--- src/design/gpio_port_pkg.sv ---
// constants and rule summary for the port zero gpio block
// Function
// - direction bit one makes pin output
// - output pin driven from data latch
// - latch write reaches output pins directly
// - direction bit zero makes pin input
// - latch write on input pin stored only
// - normal read of output bits returns latch
// - input bits read pin, rmw reads latch
// - peripheral output enable overrides latch on pin
// - peripheral driven pin reads pin level
// - disable bit one enables digital input
// - reset clears direction and disable registers
// - standby with bit set floats pins, blocks input
// - enabled interrupt input stays open in standby
// - standby with bit clear keeps pin state
// - pin level always goes to interrupt circuit; code blocks pins without irq enable in float standby
`default_nettype none
package gpio_port_pkg;
    localparam int PORT_WIDTH = 8;                  // pins in the port
    localparam int ADDR_WIDTH = 4;                  // register address width
    typedef logic [PORT_WIDTH-1:0] port_vec_t;      // one bit per pin
    typedef logic [ADDR_WIDTH-1:0] reg_addr_t;      // register address
    localparam reg_addr_t DATA_LATCH_ADDR = 4'h0;   // port_zero_data_latch
    localparam reg_addr_t DIRECTION_ADDR = 4'h1;    // port_zero_direction
    localparam reg_addr_t ANALOG_DIS_ADDR = 4'h2;   // analog_input_disable_low
    localparam reg_addr_t STANDBY_ADDR = 4'h3;      // standby_control_reg
    localparam int STANDBY_PIN_BIT = 0;             // standby_pin_state_bit position
    localparam port_vec_t DATA_LATCH_RESET = 8'h00; // latch reset value
    localparam port_vec_t DIRECTION_RESET = 8'h00;  // direction reset value
    localparam port_vec_t ANALOG_DIS_RESET = 8'h00; // analog disable reset value
    localparam port_vec_t STANDBY_RESET = 8'h00;    // standby control reset value
    localparam port_vec_t READ_ZERO = 8'h00;        // unmapped read value
endpackage : gpio_port_pkg
`default_nettype wire

--- src/design/gpio_ctl_if.sv ---
// interface carrying per-pin controls from the register file to the pad logic
`default_nettype none
interface gpio_ctl_if;
    import gpio_port_pkg::*;
    port_vec_t latch;     // data latch
    port_vec_t dir;       // direction
    port_vec_t ain_dis;   // analog input disable
    logic standby_float;  // standby float request
    port_vec_t pin_in;    // conditioned digital input
    modport regs (output latch, output dir, output ain_dis, output standby_float,
                  input pin_in);
    modport pads (input latch, input dir, input ain_dis, input standby_float,
                  output pin_in);
endinterface : gpio_ctl_if
`default_nettype wire

--- src/design/gpio_pad_slice.sv ---
// per-pin pad logic: output mux, enable and input gating
`default_nettype none
module gpio_pad_slice
    import gpio_port_pkg::*;
(
    gpio_ctl_if.pads ctl,                         // controls from register file
    input wire gpio_port_pkg::port_vec_t pad_in,  // pin levels
    input wire gpio_port_pkg::port_vec_t per_oe,  // peripheral output enables
    input wire gpio_port_pkg::port_vec_t per_out, // peripheral output values
    input wire gpio_port_pkg::port_vec_t irq_en,  // external interrupt enables
    output logic [7:0] pad_out,                   // pin drive value
    output logic [7:0] pad_oe                     // pin drive enable
);
    genvar n;
    // per-bit results gather on nets, so each variable keeps a single driver
    wire [7:0] out_w; // per-pin drive value
    wire [7:0] oe_w;  // per-pin drive enable
    wire [7:0] in_w;  // per-pin conditioned input
    // one slice per pin, bit n serves pin n
    generate
        for (n = 0; n < PORT_WIDTH; n++) begin : g_pin
            wire drive_port = ctl.dir[n];
            wire drive_any = drive_port | per_oe[n];
            // peripheral wins the pin over the latch
            assign out_w[n] = per_oe[n] ? per_out[n] : ctl.latch[n];
            // float in standby when requested, otherwise hold state
            assign oe_w[n] = drive_any & ~ctl.standby_float;
            // input blocked (forced low) in float standby unless irq open
            wire blocked = ctl.standby_float & ~irq_en[n];
            // digital input needs disable bit set; analog pins stay quiet
            assign in_w[n] = pad_in[n] & ctl.ain_dis[n] & ~blocked;
        end
    endgenerate
    assign pad_out = out_w;
    assign pad_oe = oe_w;
    assign ctl.pin_in = in_w;
endmodule : gpio_pad_slice
`default_nettype wire

--- src/design/gpio_port_zero.sv ---
// port zero gpio top: register file, read mux and pad logic
//
// Our own choices: the strobed register port and the register offsets.
`default_nettype none
module gpio_port_zero
    import gpio_port_pkg::*;
(
    input wire logic clk,                          // 250 MHz clock
    input wire logic rst,                          // async reset, high
    input wire gpio_port_pkg::reg_addr_t addr,     // register address
    input wire gpio_port_pkg::port_vec_t wdata,    // write data
    input wire logic wr,                           // write strobe
    input wire logic rd,                           // read strobe
    input wire logic rd_rmw,                       // read belongs to rmw op
    output gpio_port_pkg::port_vec_t rdata,        // read data, cycle after rd
    input wire logic standby_enter,                // stop or watch mode active
    input wire gpio_port_pkg::port_vec_t pad_in,   // pin levels
    output logic [7:0] pad_out,                    // pin drive value
    output logic [7:0] pad_oe,                     // pin drive enable
    input wire gpio_port_pkg::port_vec_t per_oe,   // peripheral output enables
    input wire gpio_port_pkg::port_vec_t per_out,  // peripheral outputs
    input wire gpio_port_pkg::port_vec_t irq_en,   // external irq enables
    output gpio_port_pkg::port_vec_t irq_pin,      // level to irq circuit
    output gpio_port_pkg::port_vec_t digital_in    // conditioned digital inputs
);
    import gpio_port_pkg::*;

    gpio_ctl_if ctl ();                 // control bundle

    port_vec_t latch_q;                 // data latch
    port_vec_t dir_q;                   // direction register
    port_vec_t ain_dis_q;               // analog input disable register
    port_vec_t standby_q;               // standby control register
    port_vec_t rdata_q;                 // read data register

    // write decodes
    wire wr_latch = wr && (addr == DATA_LATCH_ADDR);
    wire wr_dir = wr && (addr == DIRECTION_ADDR);
    wire wr_ain = wr && (addr == ANALOG_DIS_ADDR);
    wire wr_stby = wr && (addr == STANDBY_ADDR);

    // float only when the pin-state bit is set and standby is entered
    wire standby_float = standby_q[STANDBY_PIN_BIT] & standby_enter;

    assign ctl.latch = latch_q;
    assign ctl.dir = dir_q;
    assign ctl.ain_dis = ain_dis_q;
    assign ctl.standby_float = standby_float;

    // pin view for normal reads: latch where port drives, pin elsewhere
    wire port_vec_t normal_view = (dir_q & ~per_oe & latch_q) |
                                  (~(dir_q & ~per_oe) & ctl.pin_in);
    // rmw reads always see the latch
    wire port_vec_t data_view = rd_rmw ? latch_q : normal_view;

    // read mux, unmapped addresses read zero
    wire port_vec_t rdata_d = (addr == DATA_LATCH_ADDR) ? data_view :
                              (addr == DIRECTION_ADDR) ? dir_q :
                              (addr == ANALOG_DIS_ADDR) ? ain_dis_q :
                              (addr == STANDBY_ADDR) ? standby_q : READ_ZERO;

    // data latch: stored on every write, whatever the direction
    always_ff @(posedge clk or posedge rst) begin
        if (rst) begin
            latch_q <= DATA_LATCH_RESET;
        end else if (wr_latch) begin
            latch_q <= wdata;
        end
    end

    // direction and analog disable, cleared by reset
    always_ff @(posedge clk or posedge rst) begin
        if (rst) begin
            dir_q <= DIRECTION_RESET;
            ain_dis_q <= ANALOG_DIS_RESET;
        end else begin
            if (wr_dir) begin
                dir_q <= wdata;
            end
            if (wr_ain) begin
                ain_dis_q <= wdata;
            end
        end
    end

    // standby control register, only the pin-state bit is kept
    always_ff @(posedge clk or posedge rst) begin
        if (rst) begin
            standby_q <= STANDBY_RESET;
        end else if (wr_stby) begin
            standby_q <= wdata & (8'h01 << STANDBY_PIN_BIT);
        end
    end

    // read data: valid the cycle after rd only, zero otherwise
    always_ff @(posedge clk or posedge rst) begin
        if (rst) begin
            rdata_q <= READ_ZERO;
        end else begin
            rdata_q <= rd ? rdata_d : READ_ZERO;
        end
    end

    assign rdata = rdata_q;
    // pin level goes straight to the irq circuit, gated only by standby block
    assign irq_pin = pad_in & ~({PORT_WIDTH{standby_float}} & ~irq_en);
    assign digital_in = ctl.pin_in;

    gpio_pad_slice u_pads (
        .ctl(ctl.pads),
        .pad_in(pad_in),
        .per_oe(per_oe),
        .per_out(per_out),
        .irq_en(irq_en),
        .pad_out(pad_out),
        .pad_oe(pad_oe)
    );

    // direction one with no peripheral drives the latch out next cycle, except in float standby
    a_port_drive: assert property (@(posedge clk) disable iff (rst)
        (pad_oe == ((dir_q | per_oe) & {PORT_WIDTH{~standby_float}})))
        else $error("pin enable mismatch");
    a_latch_out: assert property (@(posedge clk) disable iff (rst)
        wr_latch |=> ((pad_out & ~per_oe) == (latch_q & ~per_oe)) && latch_q == $past(wdata))
        else $error("latch not on pins");
    a_reset_clear: assert property (@(posedge clk) $fell(rst) |-> dir_q == 8'h00 && ain_dis_q == 8'h00)
        else $error("reset values wrong");
    a_rmw_read: assert property (@(posedge clk) disable iff (rst)
        (rd && rd_rmw && addr == DATA_LATCH_ADDR) |=> rdata == $past(latch_q))
        else $error("rmw read not latch");
    a_float_stby: assert property (@(posedge clk) disable iff (rst)
        standby_float |-> pad_oe == 8'h00 && (ctl.pin_in & ~irq_en) == 8'h00)
        else $error("standby not floating");
    a_keep_stby: assert property (@(posedge clk) disable iff (rst)
        !standby_q[STANDBY_PIN_BIT] |-> pad_oe == (dir_q | per_oe))
        else $error("standby changed pins");
    a_analog_gate: assert property (@(posedge clk) disable iff (rst)
        (ctl.pin_in & ~ain_dis_q) == 8'h00)
        else $error("analog pin gave input");
    a_periph_pin: assert property (@(posedge clk) disable iff (rst)
        (per_oe & pad_out) == (per_oe & per_out))
        else $error("peripheral not routed");
endmodule : gpio_port_zero
`default_nettype wire

--- config.mk ---
export PLATFORM = sky130hd
export DESIGN_NAME = gpio_port_zero
export DESIGN_NICKNAME = d
export VERILOG_FILES = /design/src/design/gpio_port_pkg.sv /design/src/design/gpio_ctl_if.sv /design/src/design/gpio_pad_slice.sv /design/src/design/gpio_port_zero.sv
export SDC_FILE = /design/constraint.sdc
export NUM_CORES = 1
export LEC_CHECK = 0
export ABC_CLOCK_PERIOD_IN_PS = 2100
export BUFFER_PORTS_ARGS = -buffer_cell sky130_fd_sc_hd__buf_2
export CORE_MARGIN = 1.5
export CORE_UTILIZATION = 35
export DETAILED_ROUTE_END_ITERATION = 8
export SETUP_SLACK_MARGIN = 0.4
export SYNTH_ARGS = -nofsm -noshare
export SYNTH_HDL_FRONTEND = slang
export SYNTH_HIERARCHICAL = 1
export SYNTH_SLANG_ARGS = --single-unit
export TNS_END_PERCENT = 20
--- constraint.sdc ---
create_clock -name clk -period 2.1 [get_ports clk]
set_clock_uncertainty 0.1 [all_clocks]
set_input_delay 0.42 -clock clk [delete_from_list [all_inputs] [get_ports clk]]
set_output_delay 0.42 -clock clk [all_outputs]
set_load 0.02 [all_outputs]
# Yosys cells after proc, flatten, opt, wreduce, memory -nomap -nowiden
# Index checks and enable logic that the tools add are counted.
# op_classes
eq_ne	3
mux	14
bitwise	68
n_reduce_logical	5
# ops
operator	count
$and 8x8->8	5
$mux 8	5
$and 1x1->1	33
$not 8->8	4
$not 1->1	17
$mux 1	9
$eq 4x2->1 const B	2
$or 1x1->1	8
$or 8x8->8	1
$eq 4x1->1 const B	1
$logic_and 1x1->1	4
$logic_not 4->1	1
# totals
ff_bits	33
input_bits	50
out_inout_bits	40

# Depth between registers and ports, before layout
# logic_depth
depth_word	9
mapped_depth	7
mapped_depth_nobuf	5

# By module
# The synthesis kept the hierarchy.
# modules_own_cells
mod	n_inst	cells_each	area_per_inst_um2	seq_area_each_um2
gpio_port_zero	1	138	1676.6	825.8
gpio_pad_slice	1	50	299.0	0.0

# Worst setup path after synthesis
# No wires, ideal clock.
# synth_path
path_kind	input -> register
start	in standby_enter
end	reg rdata_q[1], in the netlist rdata[1]
setup_time_ps	82
t_arrival_ps	1800
t_required_ps	1918
setup_slack_ps	118
cell_stages	7
path_cell_list	nand2_1 inv_1 buf_6 buf_12 a21oi_2 or3b_2 a31oi_1
# synth_via
elab_chain_cells	9
# synth_rtl
item	line	source
start: declaration	gpio_port_zero.sv:16	input wire logic standby_enter,
$and 1x1->1	gpio_port_zero.sv:43	wire standby_float = standby_q[STANDBY_PIN_BIT] & standby_enter;
net ctl.standby_float	gpio_ctl_if.sv:8	logic standby_float;
$and 1x1->1	gpio_pad_slice.sv:29	wire blocked = ctl.standby_float & ~irq_en[n];
$not 1->1	gpio_pad_slice.sv:31	assign in_w[n] = pad_in[n] & ctl.ain_dis[n] & ~blocked;
$and 1x1->1	gpio_pad_slice.sv:31	
net digital_in[1]	gpio_port_zero.sv:24	output gpio_port_pkg::port_vec_t digital_in
$and 8x8->8	gpio_port_zero.sv:52	(~(dir_q & ~per_oe) & ctl.pin_in);
$or 8x8->8	gpio_port_zero.sv:51	wire port_vec_t normal_view = (dir_q & ~per_oe & latch_q) |
$mux 8	gpio_port_zero.sv:54	wire port_vec_t data_view = rd_rmw ? latch_q : normal_view;
$mux 8	gpio_port_zero.sv:57	wire port_vec_t rdata_d = (addr == DATA_LATCH_ADDR) ? data_view :
$mux 8	gpio_port_zero.sv:100	rdata_q <= rd ? rdata_d : READ_ZERO;
end signal: assignment	gpio_port_zero.sv:100	
end: declaration	gpio_port_zero.sv:34	port_vec_t rdata_q;
# The timed path passes the listed nets, and every way through them passes these cells.
# A chain may end at the register's enable or synchronous reset.

# Worst setup path in the final report
# layout_path
start	reg standby_q[0]
end	out irq_pin[3]
# layout_via
elab_chain_cells	4
# layout_rtl
item	line	source
start: declaration	gpio_port_zero.sv:33	port_vec_t standby_q;
start signal: assignment	gpio_port_zero.sv:91	standby_q <= wdata & (8'h01 << STANDBY_PIN_BIT);
$and 1x1->1	gpio_port_zero.sv:43	
$and 8x8->8	gpio_port_zero.sv:106	assign irq_pin = pad_in & ~({PORT_WIDTH{standby_float}} & ~irq_en);
$not 8->8	gpio_port_zero.sv:106	
$and 8x8->8	gpio_port_zero.sv:106	
end: declaration	gpio_port_zero.sv:23	output gpio_port_pkg::port_vec_t irq_pin,
# Every way passes these cells.

==> impl_metrics.json <==
{
  "fin_nets": 334,
  "power.switching_w": 0.000713,
  "ys_seq_area_share_pct": 41.8,
  "arrival_ns": 1.26,
  "drc": 0,
  "rrSetupSlack_ns": 0.50,
  "rr_worst_depth": 5,
  "syn_inst": 188,
  "hpwl_microns": 3860,
  "synth_nets": 238,
  "p_comb_share_pct": 32.5,
  "final_period_minus_worst_setup_slack_ns": 1.78,
  "grt_use_met2_pct": 28.3,
  "p_seq_share_pct": 38.9,
  "dpl-instance-area_sq_mm": 0.00252,
  "dieArea_sq_mm": 0.00610,
  "r2r-start": "standby_q[0]",
  "io_buffers": 89,
  "irDropWorstVdd_mv": 0.383,
  "wl_microns": 5320,
  "globalRouteMet1Util_pct": 23.7,
  "cap_violations": 0,
  "setup_viol": 0,
  "min_path_type": "primary input to async pin",
  "grt_max_degree": 34,
  "worst_pin_slew_ns": 0.615,
  "track_usage_pct": 17.9,
  "power.internal_w": 0.00148,
  "syn_avg_cell_area_sq_um": 10.5,
  "dr.pass1.iters": 4,
  "root_buffer": "clkbuf_8",
  "crit_fanout": 6,
  "critical_path_class": "register to output port",
  "use_met3_pct": 4.53,
  "cts_buffer_depth": 2,
  "power_leakage_nw": 1.32,
  "cp-start-kind": "register",
  "wl_per_cell_microns": 14.9,
  "p_sw_share_pct": 32.5,
  "final_common_cell": "buf_2",
  "synth_warnings": 6,
  "cp.required_ns": 1.58,
  "gp_congestion": 0.735,
  "start_util_pct": 36.1,
  "synth_seq_cells": 33,
  "cts.sinks": 33,
  "fp.dieH_microns": 78.1,
  "hold_violations": 0,
  "antenna_found_initial": 0,
  "relSlewSlack_pct": 58.6,
  "crit_slowest_cell": "dfrtp_2",
  "final_cell_mix": "buf_2, mux2_2, dfrtp_1, nor2_1, inv_1",
  "status": "complete, no violations",
  "setup_tns_ns": 0,
  "final_area_sq_mm": 0.00275,
  "finish.utilization_pct": 50.2,
  "final_layout_size_suffix_gt1_share_pct": 55.4,
  "path_clk_slew_ns": 0.07,
  "nFillCells": 529,
  "n_antenna_cell": 0,
  "first_global_vias": 1757,
  "postRouteAntennaNets": 0,
  "htree_levels": 2,
  "vias": 1769,
  "io_pins": 90,
  "syn_area_sq_mm": 0.00198,
  "fmaxAchievable_mhz": 562,
  "die_w_microns": 78.1,
  "drt_iter0_drc": 60,
  "cts_tree": "built",
  "p_clk_share_pct": 28.6,
  "power_w": 0.00219,
  "grt_pass1_wl_microns": 8360,
  "cts_made_buffers": 5,
  "crit_chain": "nand2_8 > buf_12 > o21a_1 > buf_6",
  "cts_hold_buffers": 0,
  "core_area_sq_mm": 0.00547,
  "finalMaxSlewViolations": 0,
  "timing.rr.end": "rdata[0]",
  "end_kind": "output port",
  "clk_latency_ns": 0.28,
  "rsz0062_at_grt": "yes",
  "overflow": 0,
  "gr-max-usage-layer": "met2",
  "synth_cell_types": 34,
  "post-route-period-util_pct": 84.8,
  "viasPerCell": 4.96,
  "max_stage_delay_ns": 0.42,
  "p_per_area_mw_per_mm2": 799,
  "syn_to_final_growth_pct": 39.0,
  "rows": 27
}
[flip-flops by register name (all words and copies together) (netlist names)]
| name | cells |
|---|---|
| ctl.latch | 8 |
| ctl.dir | 8 |
| standby_q | 1 |
| ain_dis_q | 8 |
| rdata | 8 |
[metrics by stage]
| step | worst slack (ns) | hold slack, ns | cells |
|---|---|---|---|
| finish | 0.320 | 0.118 | 357 |
| CTS | 0.307 | 0.134 | 357 |
| global route | 0.269 | 0.165 | 357 |
| global placement | 0.262 | 0.415 | 347 |
| floorplan | 0.359 | 0.391 | 188 |
| detailed placement | 0.234 | 0.411 | 347 |
[worst max-delay path: cells and delay by family (launching register included)]
| kind | cells | cell delay [ns] |
|---|---|---|
| flops | 1 | 0.42 |
| compound gates | 1 | 0.18 |
| buf+inv | 2 | 0.28 |
| simple gates | 1 | 0.09 |
[final cells by class]
type                    instances  area [sq um]  share of cell area, %
clock buffers                   6          82.6                   3.01
clock inverters                 2          37.5                   1.37
inverters                      15          63.8                   2.32
multi-input cells             134          1110                   40.4
flip-flops and latches         33           827                   30.1
well taps                      72          90.1                   3.28
repair buffers                 95           537                   19.5
[Yosys cell counts]
| cell type | number | area share [%] |
|---|---|---|
| o21ai_0 | 4 | 1.0 |
| mux2_4 | 1 | 0.76 |
| mux2i_1 | 1 | 0.51 |
| a21oi_4 | 1 | 0.82 |
| a221oi_1 | 4 | 1.8 |
| or3b_4 | 1 | 0.57 |
| mux2_2 | 32 | 18 |
| o221ai_1 | 3 | 1.3 |
| nand2_1 | 10 | 1.9 |
| a21oi_1 | 6 | 1.5 |
| nand4_1 | 1 | 0.32 |
| a31oi_1 | 4 | 1.3 |
| or3b_2 | 4 | 1.8 |
| nand2b_1 | 4 | 1.3 |
| buf_2 | 1 | 0.25 |
| buf_6 | 2 | 1.1 |
| inv_1 | 15 | 2.8 |
| a21oi_2 | 1 | 0.44 |
| nor3b_1 | 6 | 2.3 |
| and4b_1 | 1 | 0.51 |
| nand4_2 | 1 | 0.63 |
| nor2_1 | 16 | 3.0 |
| buf_4 | 1 | 0.38 |
| dfrtp_1 | 33 | 42 |
| nor2_2 | 2 | 0.63 |
| o31a_1 | 4 | 1.8 |
| a211o_1 | 1 | 0.44 |
| o21a_1 | 12 | 4.6 |
| buf_12 | 1 | 1.0 |
| or4b_4 | 1 | 0.70 |
| nand3_2 | 1 | 0.51 |
| nor4_1 | 1 | 0.32 |
| nor2b_1 | 11 | 3.5 |
| clkbuf_1 | 1 | 0.19 |
[cell families after synthesis]
| logic type | synth area share [%] |
|---|---|
| buffers and inverters | 5.83 |
| AOI/OAI and AO/OA | 14.9 |
| muxes | 19.5 |
| and+or+nand+nor | 17.9 |
| DFF | 41.8 |
[power by group through the flow]
stage / Sequential, W / Clock (W) / Combinational [W]
detailed placement: 0.000866 / 0 / 0.000655
CTS: 0.000853 / 0.000641 / 0.000710
finish: 0.000853 / 0.000627 / 0.000714
global placement: 0.000862 / 0 / 0.000647
global route: 0.000871 / 0.000663 / 0.000781
floorplan: 0.000839 / 0 / 0.000473
[worst max-delay path by stage]
stage                   from             to  cells past startpoint  slack, ns
2_1_floorplan   standby_q[0]       rdata[1]                      7       0.36
3_3_place_gp   standby_enter  digital_in[4]                      5       0.26
3_5_place_dp   standby_enter  digital_in[4]                      5       0.23
4_1_cts         standby_q[0]     irq_pin[3]                      4       0.31
5_1_grt         standby_q[0]     irq_pin[3]                      4       0.27
6_report        standby_q[0]     irq_pin[3]                      4       0.32
[layer usage]
layer	up-vias	part of all wire [%]
li1	866	-
met1	839	48
met2	60	46
met3	4	5.4
met4	0	0.96
met5	-	0
[what timing repair did]
action	in CTS	in global routing
endpoints found under the setup margin	31	22
cloned	0	0
resized for setup	19	4
pin swaps	1	1
setup buffers	2	0
Power figures use the tool's default switching activity.
